===== config.mk =====
export PLATFORM = sky130hd
export DESIGN_NAME = led_string_dimming_control
export DESIGN_NICKNAME = d
export VERILOG_FILES = /design/src/hdl/led_dim_pkg.sv /design/src/hdl/led_string_dimming_control.sv /design/src/hdl/pwm_duty_meter.sv
export SDC_FILE = /design/constraint.sdc
export NUM_CORES = 2
export LEC_CHECK = 0
export ABC_AREA = 1
export BUFFER_PORTS_ARGS = -buffer_cell sky130_fd_sc_hd__buf_2
export CORE_ASPECT_RATIO = 1.25
export CORE_MARGIN = 8
export CORE_UTILIZATION = 25
export DETAILED_ROUTE_END_ITERATION = 10
export HOLD_SLACK_MARGIN = 0.12
export MAX_ROUTING_LAYER = met4
export PLACE_DENSITY_LB_ADDON = 0.12
export SLEW_MARGIN = 20
export SYNTH_ARGS = -nofsm -noshare
export SYNTH_HDL_FRONTEND = slang
export SYNTH_SLANG_ARGS = --single-unit

===== constraint.sdc =====
create_clock -name CORE_CLK -period 40.6 [get_ports CORE_CLK]
set_clock_uncertainty 0.1 [all_clocks]
set_input_delay 2.03 -clock CORE_CLK [delete_from_list [all_inputs] [get_ports CORE_CLK]]
set_output_delay 2.03 -clock CORE_CLK [all_outputs]
set_load 0.02 [all_outputs]

===== src/hdl/led_dim_pkg.sv =====
/*
  Constants, enums and structs of the LED dimming controller. Assumes one
  40 MHz core clock; the 20 MHz oscillator is an enable tick from it.
*/
package led_dim_pkg;

  localparam int CORE_HZ = 40_000_000;
  localparam int OSC_HZ = 20_000_000;
  localparam int OSC_DIV = CORE_HZ / OSC_HZ;
  localparam int OSC_W = $clog2(OSC_DIV);
  localparam int CORE_NS = 1_000_000_000 / CORE_HZ;
  // on-time hysteresis in ns, then core cycles
  localparam int HYST_NS = 6400;
  localparam int HYST_CYC = HYST_NS / CORE_NS;
  localparam int NUM_CH = 4;
  localparam int BRT_W = 16;
  localparam int SCALE_W = 12;
  // longest led pwm period is 2^17 oscillator ticks (152 Hz)
  localparam int CNT_W = 17;
  localparam int MAX_DITH = 4;
  localparam int FREQ_W = 3;
  localparam int SYNC_STAGES = 2;
  localparam logic [SCALE_W-1:0] SCALE_RESET = 12'hFFF;
  localparam logic [BRT_W-1:0] BRT_FULL = 16'hFFFF;
  localparam logic [BRT_W-1:0] HYB_THRESH = 16'h2000;
  localparam int HYB_SHIFT = 3;
  localparam logic [6:0] ADDR_MAIN = 7'h3B;
  localparam logic [6:0] ADDR_ALT = 7'h3A;
  localparam int CYC_PER_MS = CORE_HZ / 1000;
  localparam int SLOPE_W = 16;
  // full-scale sweep time per slope select code, 0 = sloper off
  localparam int SLOPE_MS [8] = '{0, 50, 100, 200, 300, 500, 1000, 2000};

  typedef enum logic [2:0] {CFG_4CH, CFG_3CH, CFG_2CH, CFG_2GRP, CFG_1GRP} string_cfg_e;
  typedef enum logic [1:0] {MODE_PSPWM, MODE_HYBRID, MODE_CURRENT, MODE_DIRECT} dim_mode_e;

  typedef struct packed {
    string_cfg_e string_config_strap;
    logic addr_alt;
    dim_mode_e mode;
    logic [FREQ_W-1:0] led_pwm_freq_strap;
  } strap_s;

  typedef struct packed {
    logic brightness_source_select;
    logic [2:0] slope_select;
    logic [3:0] dither_select;
    logic hybrid_zero;
  } ctrl_s;

  localparam ctrl_s CTRL_RESET = '{
    brightness_source_select: 1'b0,
    slope_select: 3'h3,
    dither_select: 4'h0,
    hybrid_zero: 1'b0
  };

endpackage


===== src/hdl/led_string_dimming_control.sv =====
/*
  Dimming control for four LED sink channels: strap latch, brightness
  source, sloper, dither, phased led pwm and string current. Assumes a
  40 MHz clock, synchronous low reset and straps stable at power-up.
*/
// Operation
// - amplitude is string scale over 4095 of the set maximum.
// - string scales reset to 0xFFF.
// - two to four strings, or two or one ganged group.
// - phase offsets 90, 120, 180 degrees or none.
// - configuration and phases captured once after each reset.
// - led pwm runs from the 20 MHz tick, not the input.
// - eight led pwm frequencies, 152 Hz to 19531 Hz.
// - undithered resolution 16 down to 10 bits.
// - one brightness from pin duty or register.
// - source select resets to the pwm input.
// - sloper on after reset; sloper and dither programmable.
// - mode strap sets dimming mode and address 0x3B or 0x3A.
// - phase-shift mode pulses channels evenly offset.
// - hybrid uses pwm at low, amplitude at high brightness.
// - hybrid threshold 12.5 or 0 percent.
// - direct mode follows the input pwm.
// - on-time changes under 6.4 us leave the duty unchanged.
// - dither off or 1 to 4 bits; resets off.
// - N-bit dither lengthens dither-value pulses per 2^N periods.
// - slope 000 disables sloper; reset gives 200 ms sweep.
`timescale 1ns/1ps
module led_string_dimming_control #(
  parameter int MEAS_W = 24
) (
  input wire logic CORE_CLK, // 40 MHz core clock
  input wire logic RST_N, // synchronous reset, active low
  input wire logic PWM_IN, // brightness pwm pin, asynchronous
  input wire led_dim_pkg::strap_s STRAP_IN, // decoded strap pins
  input wire logic CTRL_WR, // control register load
  input wire led_dim_pkg::ctrl_s CTRL_WDATA, // control write data
  input wire logic [led_dim_pkg::NUM_CH-1:0] SCALE_WR, // per-string scale load
  input wire logic [led_dim_pkg::SCALE_W-1:0] SCALE_WDATA, // scale write data
  input wire logic [led_dim_pkg::BRT_W-1:0] DISPLAY_BRIGHTNESS_VALUE, // brightness reg
  output led_dim_pkg::ctrl_s CTRL_Q, // control register contents
  output logic [led_dim_pkg::NUM_CH*led_dim_pkg::SCALE_W-1:0] SCALE_Q, // scales
  output led_dim_pkg::strap_s STRAP_Q, // latched straps
  output logic CFG_LATCHED, // straps have been captured
  output logic [6:0] I2C_ADDR, // target address from mode strap
  output logic [led_dim_pkg::BRT_W-1:0] BRIGHTNESS_NOW, // sloped brightness
  output logic [led_dim_pkg::NUM_CH-1:0] LED_ON, // channel sink enables
  output logic [led_dim_pkg::NUM_CH*led_dim_pkg::SCALE_W-1:0] LED_CURRENT // amplitudes
);
  import led_dim_pkg::*;

  if (MEAS_W <= BRT_W)
    $error("led_string_dimming_control: MEAS_W too small");

  function automatic logic [NUM_CH-1:0] active_mask(string_cfg_e c);
    case (c)
      CFG_3CH: active_mask = 4'h7;
      CFG_2CH: active_mask = 4'h3;
      default: active_mask = 4'hF;
    endcase
  endfunction

  function automatic logic [CNT_W-1:0] phase_offset(strap_s s, int ch);
    logic [CNT_W+2:0] per;
    logic [2:0] n;
    logic [1:0] slot;
    per = (CNT_W+3)'({CNT_W{1'b1}} >> s.led_pwm_freq_strap) + (CNT_W+3)'(1);
    slot = (s.string_config_strap > CFG_2GRP) ? 2'h0
         : (s.string_config_strap == CFG_2GRP) ? 2'(ch >> 1) : 2'(ch);
    case (s.string_config_strap)
      CFG_4CH: n = 3'h4;
      CFG_3CH: n = 3'h3;
      CFG_2CH, CFG_2GRP: n = 3'h2;
      default: n = 3'h1;
    endcase
    phase_offset = CNT_W'((per * slot) / n);
  endfunction

  ////////////////////////////////////////////////////////////////////////////

  logic pin_meta_reg, pin_sync_reg;
  strap_s strap_meta_reg, strap_sync_reg, strap_reg, strap_next;
  logic [1:0] settle_reg, settle_next;
  logic latched_reg, latched_next, latch_now;
  logic [CNT_W-1:0] offset_reg [NUM_CH], offset_next [NUM_CH];

  always_comb
  begin
    settle_next = settle_reg;
    latched_next = latched_reg;
    strap_next = strap_reg;
    latch_now = 1'b0;
    if (!latched_reg)
    begin
      if (settle_reg == 2'(SYNC_STAGES))
      begin
        // only RST_N low reopens this window
        latch_now = 1'b1;
        latched_next = 1'b1;
        strap_next = strap_sync_reg;
      end
      else
        settle_next = settle_reg + 2'h1;
    end
  end

  always_ff @(posedge CORE_CLK)
  begin
    if (!RST_N)
    begin
      pin_meta_reg <= 1'b0;
      pin_sync_reg <= 1'b0;
      strap_meta_reg <= '0;
      strap_sync_reg <= '0;
      strap_reg <= '0;
      settle_reg <= '0;
      latched_reg <= 1'b0;
      for (int i = 0; i < NUM_CH; i++)
        offset_reg[i] <= '0;
    end
    else
    begin
      pin_meta_reg <= PWM_IN;
      pin_sync_reg <= pin_meta_reg;
      strap_meta_reg <= STRAP_IN;
      strap_sync_reg <= strap_meta_reg;
      strap_reg <= strap_next;
      settle_reg <= settle_next;
      latched_reg <= latched_next;
      for (int i = 0; i < NUM_CH; i++)
        offset_reg[i] <= offset_next[i];
    end
  end

  ////////////////////////////////////////////////////////////////////////////

  ctrl_s ctrl_reg, ctrl_next;
  logic [SCALE_W-1:0] scale_reg [NUM_CH], scale_next [NUM_CH];

  always_comb ctrl_next = CTRL_WR ? CTRL_WDATA : ctrl_reg;

  always_ff @(posedge CORE_CLK)
  begin
    if (!RST_N)
    begin
      ctrl_reg <= CTRL_RESET;
      for (int i = 0; i < NUM_CH; i++)
        scale_reg[i] <= SCALE_RESET;
    end
    else
    begin
      ctrl_reg <= ctrl_next;
      for (int i = 0; i < NUM_CH; i++)
        scale_reg[i] <= scale_next[i];
    end
  end

  ////////////////////////////////////////////////////////////////////////////

  logic [OSC_W-1:0] osc_reg, osc_next;
  logic [CNT_W-1:0] cnt_reg, cnt_next, period_m1;
  logic [MAX_DITH-1:0] pidx_reg, pidx_next;
  logic tick;

  always_comb
  begin
    period_m1 = {CNT_W{1'b1}} >> strap_reg.led_pwm_freq_strap;
    tick = (osc_reg == OSC_W'(OSC_DIV - 1));
    osc_next = tick ? '0 : osc_reg + OSC_W'(1);
    cnt_next = cnt_reg;
    pidx_next = pidx_reg;
    // free running, never resynchronised to the input pwm
    if (tick)
    begin
      if (cnt_reg >= period_m1)
      begin
        cnt_next = '0;
        pidx_next = pidx_reg + MAX_DITH'(1);
      end
      else
        cnt_next = cnt_reg + CNT_W'(1);
    end
  end

  always_ff @(posedge CORE_CLK)
  begin
    if (!RST_N)
    begin
      osc_reg <= '0;
      cnt_reg <= '0;
      pidx_reg <= '0;
    end
    else
    begin
      osc_reg <= osc_next;
      cnt_reg <= cnt_next;
      pidx_reg <= pidx_next;
    end
  end

  ////////////////////////////////////////////////////////////////////////////

  logic [BRT_W-1:0] meter_duty, target, bright_reg, bright_next;
  logic [SLOPE_W-1:0] slope_cnt_reg, slope_cnt_next, slope_step;

  pwm_duty_meter #(.MEAS_W(MEAS_W), .HYST(HYST_CYC)) u_meter (
    .clk(CORE_CLK), .rst_n(RST_N), .pwm_level(pin_sync_reg), .duty(meter_duty));

  always_comb
  begin
    target = ctrl_reg.brightness_source_select ? DISPLAY_BRIGHTNESS_VALUE
                                               : meter_duty;
    slope_step = SLOPE_W'((SLOPE_MS[ctrl_reg.slope_select] * CYC_PER_MS) >> BRT_W);
    slope_cnt_next = slope_cnt_reg;
    bright_next = bright_reg;
    // constant rate: a full-scale move takes the selected time
    if (ctrl_reg.slope_select == 3'h0)
    begin
      bright_next = target;
      slope_cnt_next = '0;
    end
    else if (slope_cnt_reg + SLOPE_W'(1) >= slope_step)
    begin
      slope_cnt_next = '0;
      if (bright_reg < target)
        bright_next = bright_reg + BRT_W'(1);
      else if (bright_reg > target)
        bright_next = bright_reg - BRT_W'(1);
    end
    else
      slope_cnt_next = slope_cnt_reg + SLOPE_W'(1);
  end

  always_ff @(posedge CORE_CLK)
  begin
    if (!RST_N)
    begin
      bright_reg <= '0;
      slope_cnt_reg <= '0;
    end
    else
    begin
      bright_reg <= bright_next;
      slope_cnt_reg <= slope_cnt_next;
    end
  end

  ////////////////////////////////////////////////////////////////////////////

  logic [BRT_W-1:0] pwm_b, amp;
  logic [BRT_W:0] amp_eff;
  logic [BRT_W+MAX_DITH:0] shifted;
  logic [MAX_DITH-1:0] dith_val, dith_mask;
  logic [2:0] dith_n;
  logic [CNT_W:0] on_t;
  logic pwm_full;
  logic [NUM_CH-1:0] active, on_next, on_reg;
  logic [SCALE_W-1:0] cur_reg [NUM_CH], cur_next [NUM_CH];

  always_comb
  begin
    pwm_b = BRT_FULL;
    amp = BRT_FULL;
    case (strap_reg.mode)
      MODE_PSPWM: pwm_b = bright_reg;
      MODE_HYBRID:
      begin
        if (ctrl_reg.hybrid_zero || bright_reg >= HYB_THRESH)
          amp = bright_reg;
        else
        begin
          // below threshold: fixed low amplitude, pwm carries the rest
          pwm_b = bright_reg << HYB_SHIFT;
          amp = HYB_THRESH;
        end
      end
      MODE_CURRENT: amp = bright_reg;
      default: amp = BRT_FULL;
    endcase
    // all-ones maps to 65536 so full scale keeps the string scale
    amp_eff = {1'b0, amp} + (BRT_W+1)'(amp[BRT_W-1]);
    pwm_full = (pwm_b == BRT_FULL);
    shifted = {pwm_b, {(MAX_DITH+1){1'b0}}} >> strap_reg.led_pwm_freq_strap;
    dith_n = (ctrl_reg.dither_select > 4'(MAX_DITH)) ? 3'(MAX_DITH)
                                                     : ctrl_reg.dither_select[2:0];
    dith_val = shifted[MAX_DITH-1:0] >> (3'(MAX_DITH) - dith_n);
    dith_mask = {MAX_DITH{1'b1}} >> (3'(MAX_DITH) - dith_n);
    on_t = {1'b0, shifted[BRT_W+MAX_DITH:MAX_DITH]}
         + (CNT_W+1)'(dith_val > (pidx_reg & dith_mask));
    active = active_mask(strap_reg.string_config_strap);
  end

  for (genvar i = 0; i < NUM_CH; i++)
  begin : g_ch
    logic [CNT_W:0] sum;
    logic [CNT_W-1:0] phase;
    logic [SCALE_W+BRT_W:0] prod;
    logic hit;
    assign sum = {1'b0, cnt_reg} + {1'b0, offset_reg[i]};
    assign phase = (sum > {1'b0, period_m1}) ? CNT_W'(sum - {1'b0, period_m1} - 1'b1)
                                             : sum[CNT_W-1:0];
    assign hit = pwm_full || ({1'b0, phase} < on_t);
    assign prod = scale_reg[i] * amp_eff;
    assign scale_next[i] = SCALE_WR[i] ? SCALE_WDATA : scale_reg[i];
    assign offset_next[i] = latch_now ? phase_offset(strap_sync_reg, i)
                                      : offset_reg[i];
    assign on_next[i] = active[i] && ((strap_reg.mode == MODE_DIRECT) ? pin_sync_reg
                      : (strap_reg.mode == MODE_CURRENT) || hit);
    assign cur_next[i] = active[i] ? prod[BRT_W +: SCALE_W] : '0;
    assign SCALE_Q[i*SCALE_W +: SCALE_W] = scale_reg[i];
    assign LED_CURRENT[i*SCALE_W +: SCALE_W] = cur_reg[i];
  end

  always_ff @(posedge CORE_CLK)
  begin
    if (!RST_N)
    begin
      on_reg <= '0;
      for (int i = 0; i < NUM_CH; i++)
        cur_reg[i] <= '0;
    end
    else
    begin
      on_reg <= latched_reg ? on_next : '0;
      for (int i = 0; i < NUM_CH; i++)
        cur_reg[i] <= latched_reg ? cur_next[i] : '0;
    end
  end

  assign LED_ON = on_reg;
  assign CTRL_Q = ctrl_reg;
  assign STRAP_Q = strap_reg;
  assign CFG_LATCHED = latched_reg;
  assign I2C_ADDR = strap_reg.addr_alt ? ADDR_ALT : ADDR_MAIN;
  assign BRIGHTNESS_NOW = bright_reg;

endmodule


===== src/hdl/pwm_duty_meter.sv =====
/*
  Duty meter for the pwm input: 16-bit fraction, on-time hysteresis,
  serial divider. Assumes an input already synchronised to this clock.
*/
`timescale 1ns/1ps
module pwm_duty_meter #(
  parameter int MEAS_W = 24,
  parameter int HYST = led_dim_pkg::HYST_CYC
) (
  input wire logic clk, // core clock
  input wire logic rst_n, // synchronous reset, active low
  input wire logic pwm_level, // synchronised pwm input
  output logic [led_dim_pkg::BRT_W-1:0] duty // measured duty, full scale = all ones
);
  import led_dim_pkg::*;

  if (MEAS_W <= BRT_W)
    $error("pwm_duty_meter: MEAS_W must exceed the duty width");

  logic prev_reg, prev_next;
  logic busy_reg, busy_next;
  logic [MEAS_W-1:0] hi_reg, hi_next, per_reg, per_next;
  logic [MEAS_W-1:0] held_reg, held_next, den_reg, den_next;
  logic [MEAS_W:0] rem_reg, rem_next;
  logic [BRT_W-1:0] quo_reg, quo_next, duty_reg, duty_next;
  logic [4:0] bits_reg, bits_next;

  always_comb
  begin
    logic [MEAS_W:0] rem2;
    logic [MEAS_W-1:0] diff, new_hi;
    rem2 = '0;
    diff = '0;
    new_hi = '0;
    prev_next = pwm_level;
    busy_next = busy_reg;
    hi_next = hi_reg;
    per_next = per_reg;
    held_next = held_reg;
    den_next = den_reg;
    rem_next = rem_reg;
    quo_next = quo_reg;
    duty_next = duty_reg;
    bits_next = bits_reg;
    if (pwm_level && !prev_reg)
    begin
      per_next = MEAS_W'(1);
      hi_next = MEAS_W'(1);
      diff = (hi_reg > held_reg) ? hi_reg - held_reg : held_reg - hi_reg;
      // small on-time wobble from slow edges must not move the duty
      new_hi = (diff > MEAS_W'(HYST)) ? hi_reg : held_reg;
      held_next = new_hi;
      if (!busy_reg)
      begin
        if (new_hi >= per_reg)
          duty_next = BRT_FULL;
        else
        begin
          den_next = per_reg;
          rem_next = {1'b0, new_hi};
          quo_next = '0;
          bits_next = 5'(BRT_W);
          busy_next = 1'b1;
        end
      end
    end
    else
    begin
      if (per_reg != '1)
        per_next = per_reg + MEAS_W'(1);
      if (pwm_level && hi_reg != '1)
        hi_next = hi_reg + MEAS_W'(1);
      // no edge for a whole count range: pin is parked
      if (per_reg == '1 && !busy_reg)
        duty_next = pwm_level ? BRT_FULL : '0;
    end
    if (busy_reg)
    begin
      rem2 = {rem_reg[MEAS_W-1:0], 1'b0};
      if (rem2 >= {1'b0, den_reg})
      begin
        rem_next = rem2 - {1'b0, den_reg};
        quo_next = {quo_reg[BRT_W-2:0], 1'b1};
      end
      else
      begin
        rem_next = rem2;
        quo_next = {quo_reg[BRT_W-2:0], 1'b0};
      end
      bits_next = bits_reg - 5'h01;
      if (bits_reg == 5'h01)
      begin
        busy_next = 1'b0;
        duty_next = quo_next;
      end
    end
  end

  always_ff @(posedge clk)
  begin
    if (!rst_n)
    begin
      prev_reg <= 1'b0;
      busy_reg <= 1'b0;
      hi_reg <= '0;
      per_reg <= '0;
      held_reg <= '0;
      den_reg <= '0;
      rem_reg <= '0;
      quo_reg <= '0;
      duty_reg <= '0;
      bits_reg <= '0;
    end
    else
    begin
      prev_reg <= prev_next;
      busy_reg <= busy_next;
      hi_reg <= hi_next;
      per_reg <= per_next;
      held_reg <= held_next;
      den_reg <= den_next;
      rem_reg <= rem_next;
      quo_reg <= quo_next;
      duty_reg <= duty_next;
      bits_reg <= bits_next;
    end
  end

  assign duty = duty_reg;

endmodule


## Word-level counts from Yosys, hierarchy flattened

Memories as Yosys holds them, arrays and structs flattened.
Index checks and enable logic that the tools add are counted.

| word-level totals | value |
|---|---|
| register bits | 257 |
| latch bits | 0 |
| RAM bits | 164 |
| memory bits (read-only) | 256 |
| output and inout port bits | 142 |
| word-level logic and storage cells | 272 |
| memories kept | 4 |

| operators by class | value |
|---|---|
| add/sub/neg operators | 29 |
| $mul | 8 |
| div/mod/pow operators | 4 |
| order comparisons | 21 |
| equal/unequal tests | 15 |
| shift operators | 5 |
| multiplexer cells | 92 |
| bitwise operators | 19 |
| reductions and logical operators | 37 |

Memory list:

| name | words | bits a word | read ports | clocked after Yosys merged registers in | write ports | line | source |
|---|---|---|---|---|---|---|---|
| (no name shown) | 8 | 32 | 1 | 0 | 0 | led_string_dimming_control.sv:212 | `slope_step = SLOPE_W'((SLOPE_MS[ctrl_reg.slope_select] * CYC_PER_MS) >> BRT_W);` |
| offset_reg | 4 | 17 | 4 | 0 | 4 | led_string_dimming_control.sv:84 | `logic [CNT_W-1:0] offset_reg [NUM_CH], offset_next [NUM_CH];` |
| cur_reg | 4 | 12 | 4 | 0 | 4 | led_string_dimming_control.sv:257 | `logic [SCALE_W-1:0] cur_reg [NUM_CH], cur_next [NUM_CH];` |
| scale_reg | 4 | 12 | 4 | 0 | 4 | led_string_dimming_control.sv:137 | `logic [SCALE_W-1:0] scale_reg [NUM_CH], scale_next [NUM_CH];` |

Operator list:

| cell | count |
|---|---|
| $mux 12 | 20 |
| $mux 16 | 14 |
| $mux 17 | 13 |
| $mux 24 | 6 |
| $mul 12x17->28 | 4 |
| $add 17x17->18 | 4 |
| $gt 18x17->1 | 4 |
| $lt 17x18->1 | 4 |
| $sub 24x24->24 | 3 |
| $sub 17x1->17 const B | 4 |
| $sub 17x17->17 | 4 |
| $mux 32 | 2 |
| $pmux 16 s2 | 2 |
| $div 20x3->20 | 3 |
| $add 24x1->24 const B | 2 |
| $ne 24x24->1 const B | 2 |
| $mux 15 | 3 |
| $mul 20x2->20 | 2 |
| $add 16x1->16 const B | 2 |
| $mul 32x11->26 const B | 1 |
| $ge 25x24->1 | 1 |
| $eq 24x24->1 const B | 1 |
| $ge 24x24->1 | 1 |
| $gt 24x24->1 | 1 |
| 55 further kinds | 127 |

## Longest topological paths before layout

| logic depth | value |
|---|---|
| depth in word-level cells | 13 |
| gate-level depth with buffers | 219 |

## By module

From an unflattened synthesis, not the netlist that was laid out.

| unflattened totals | value |
|---|---|
| cell total of the unflattened synthesis | 12124 |
| area, all modules | 81250.4 µm² |

By module, submodules not included:

| module | times used | cells an instance | area each (µm²) | sequential area each (µm²) |
|---|---|---|---|---|
| led_string_dimming_control | 1 | 10006 | 68245.5 | 5265.0 |
| pwm_duty_meter | 1 | 2118 | 13005.0 | 3163.0 |

## Least setup slack after synthesis

Ideal clock, no wire load.

| path | value |
|---|---|
| kind | register -> register |
| from | register strap_sync_reg[8] in the netlist's numbering |
| to | memory offset_reg[2][0] |
| library setup time | 0.109 ns |
| data arrival time | 28.885 ns |
| required time | 40.391 ns |
| slack | 11.506 ns |
| stages on the path, launching flop included | 205 |
| buffers on the path | 15 |
| clock period less this slack | 29.094 ns |
| cells stage by stage | dfxtp_1 -> buf_6 -> inv_8 -> nand2_4 -> clkinv_1 -> clkbuf_1 -> buf_2 -> clkbuf_8 -> clkbuf_8 -> clkbuf_8 -> clkbuf_1 -> ha_1 -> nand2_1 -> nand2_1 -> inv_1 -> ha_1 -> inv_1 -> o21bai_1 -> (+169 left out) -> nor2_4 -> nand3_4 -> nor2_4 -> nand2_2 -> inv_1 -> nand2_1 -> o21ai_0 -> ha_1 -> nand2_1 -> o21ai_0 -> a21oi_1 -> a21oi_1 -> nor2_1 -> nand3_1 -> nor2_1 -> nand3_1 -> nand2_1 -> inv_1 |

RTL lines:

| item | line | source |
|---|---|---|
| start, declared | led_string_dimming_control.sv:81 | `strap_s strap_meta_reg, strap_sync_reg, strap_reg, strap_next;` |
| start signal, assigned | led_string_dimming_control.sv:125 | `strap_sync_reg <= strap_meta_reg;` |
| end, declared | led_string_dimming_control.sv:84 |  |

==> results.ini <==
[run_status]
status=completed

[critical_path]
slowest_stage=dfxtp_1
end_kind=flop
path_class=flop to flop
worst-r2r-cell-count=196
worst_setup_path_start_kind=flop
cp_max_fo=25
cp.arrival_ps=34060
cpMostUsedCell=inv_1
cp_data_required_time_ps=41070
critPathMaxStageDelay_ps=580

[route]
drt_iter0_markers=3565
drt_wl_total_mm=295
via_per_inst=4.67
wire_per_inst_um=18.5
antenna_left=0
dr.pass1.iters=5
via_count=74400
drcViolationCount=0

[place]
gp_congestion=0.872
place_inst=15800
dp_hpwl_mm=235
io_buffer_count=189

[cts]
cts_tree=yes
cts_sinks=421
ctsHtreeMaxLevel=3
cts_buffer_depth=3
cts_made_buffers=68
clk_latency_ps=700
clk_pin_slew_worst_paths_ps=50
ctsHoldBuffers=0
cts-root-buf=clkbuf_16
cts_setup_buffers=0
cts_resized=0

[die]
fp.dieArea_um2=337000
core_um2=317000
initial_core_util=0.251
io_pins=196
die_h_um=647
rows=231
die_x_um=521

[final_layout]
fillCellCount=35500
drive_above_1_share=0.122
largest_reg_flops=68
area_growth_pct=9.55
stdcell_count=15900
seq_area_um2=8430
multiInputGateArea_um2=61200
fin_nets=13200

[synth]
synth_top_area_frac=0.156
synth_cells=11600
synthTopCellsByCount=2576 x nand2_1, 2009 x inv_1, 950 x nor2_1, 789 x ha_1, 622 x fa_1
synth_edf_count=0
yosysUniqueCellTypes=93
ys_warn_count=0
ys_ff_latch=421
ys_seq_area_frac=0.106
syn_avg_cell_area_um2=6.83
synth_area_leaders=fa_1 16%, ha_1 12%, nand2_1 12%, dfxtp_1 11%, inv_1 9.5%
post-synth-top-count-cell=nand2_1
synth_top_flop_cell=dfxtp_1
yosys.area.top_type=fa_1
syn_area_um2=79600
async_flop_share=0

[timing]
final-setup-viol-count=0
period_share=0.827
slew_viol_final=0
slew_headroom=0.252
finalCriticalPeriod_ps=33590
grt_setup_unrepaired=no
fin_setup_tns_ps=0
tightest_slew_ps=1120
finalHoldViolations=0
max_freq_ghz=0.0298

[global_routing]
grt_antenna_before_repair=5
grt_pass1_wl_mm=455
grt_pass1_vias=76800
track_usage=0.176
grt_max_degree=107
grt-ovfl-total=0

[hold_path]
holdPathStages=2
min_path_type=flop to flop

[run]
maxCapViolCount=0

==> routing by layer <==
metal | wire [µm] | track usage | up-vias
li1 | - | - | 37100
met1 | 122000 | 0.199 | 35800
met2 | 155000 | 0.333 | 1178
met3 | 8140 | 0.0130 | 358
met4 | 8550 | 0.0489 | 0
met5 | 0 | - | -
==> cells in the final DEF, fill, tap and decap left out, types with 116 or more instances in the layout <==
cell type and n:
buf_4 122, ha_1 786, nand4_1 256, inv_1 2008, nand3_1 590, buf_2 188
nand2_1 2574, nor2_1 945, fa_1 622, xor2_1 253, nand2_4 116, nand3_2 138
a21oi_1 532, dfxtp_1 421, o21ai_0 495, nand2_2 265
==> final cells by class <==
class | instances | area share
sequential | 421 | 0.0967
clock buffer | 91 | 0.0214
clock inverter | 30 | 0.00411
tap | 4194 | 0.0602
multi-input combinational | 8741 | 0.703
antenna | 2 | 0.0000574
inverter | 2147 | 0.0933
timing repair buffer | 312 | 0.0217
==> logic make-up after synthesis <==
family,Yosys count,synth area share
compound gates,1548,0.114
other cells,2,0.0000944
buf+inv,2495,0.125
flops,421,0.106
simple gates,5391,0.332
fa+ha+maj,1411,0.281
xor+xnor,362,0.0399
mux,18,0.00226
==> worst max-delay path: cells and delay by family (launching register included) <==
family	cells	cell delay (ps)
flops	1	580
fa+ha+maj	22	6920
compound gates	44	8470
buf+inv	39	4180
simple gates	91	13080
==> worst paths after layout <==
kind                                startpoint                             to  slack (ps)
hold reg to reg   strap_meta_reg[8]$_SDFF_PN0_   strap_sync_reg[8]$_SDFF_PN0_         310
setup reg to reg  strap_sync_reg[2]$_SDFF_PN0_  offset_reg[2][0]$_SDFFE_PN0P_        7010
setup / recovery  strap_sync_reg[2]$_SDFF_PN0_  offset_reg[2][0]$_SDFFE_PN0P_        7010
hold / removal    strap_meta_reg[8]$_SDFF_PN0_   strap_sync_reg[8]$_SDFF_PN0_         310
==> stage by stage <==
| stage | hold slack, ps | setup WS, ps | cell area (µm²) | utilization |
|---|---|---|---|---|
| after floorplan | 290 | 11510 | 79600 | - |
| after global placement | 299 | 7190 | 84900 | 0.268 |
| after detailed placement | 304 | 7010 | 84900 | 0.268 |
| after CTS | 318 | 6830 | 87200 | 0.275 |
| after global routing | 340 | 3290 | 87200 | 0.275 |
| final | 314 | 7010 | 87200 | 0.275 |
Power is left out: the tool's default activity adds up to more than one toggle a clock period on the data nets, which glitch-free logic cannot reach.
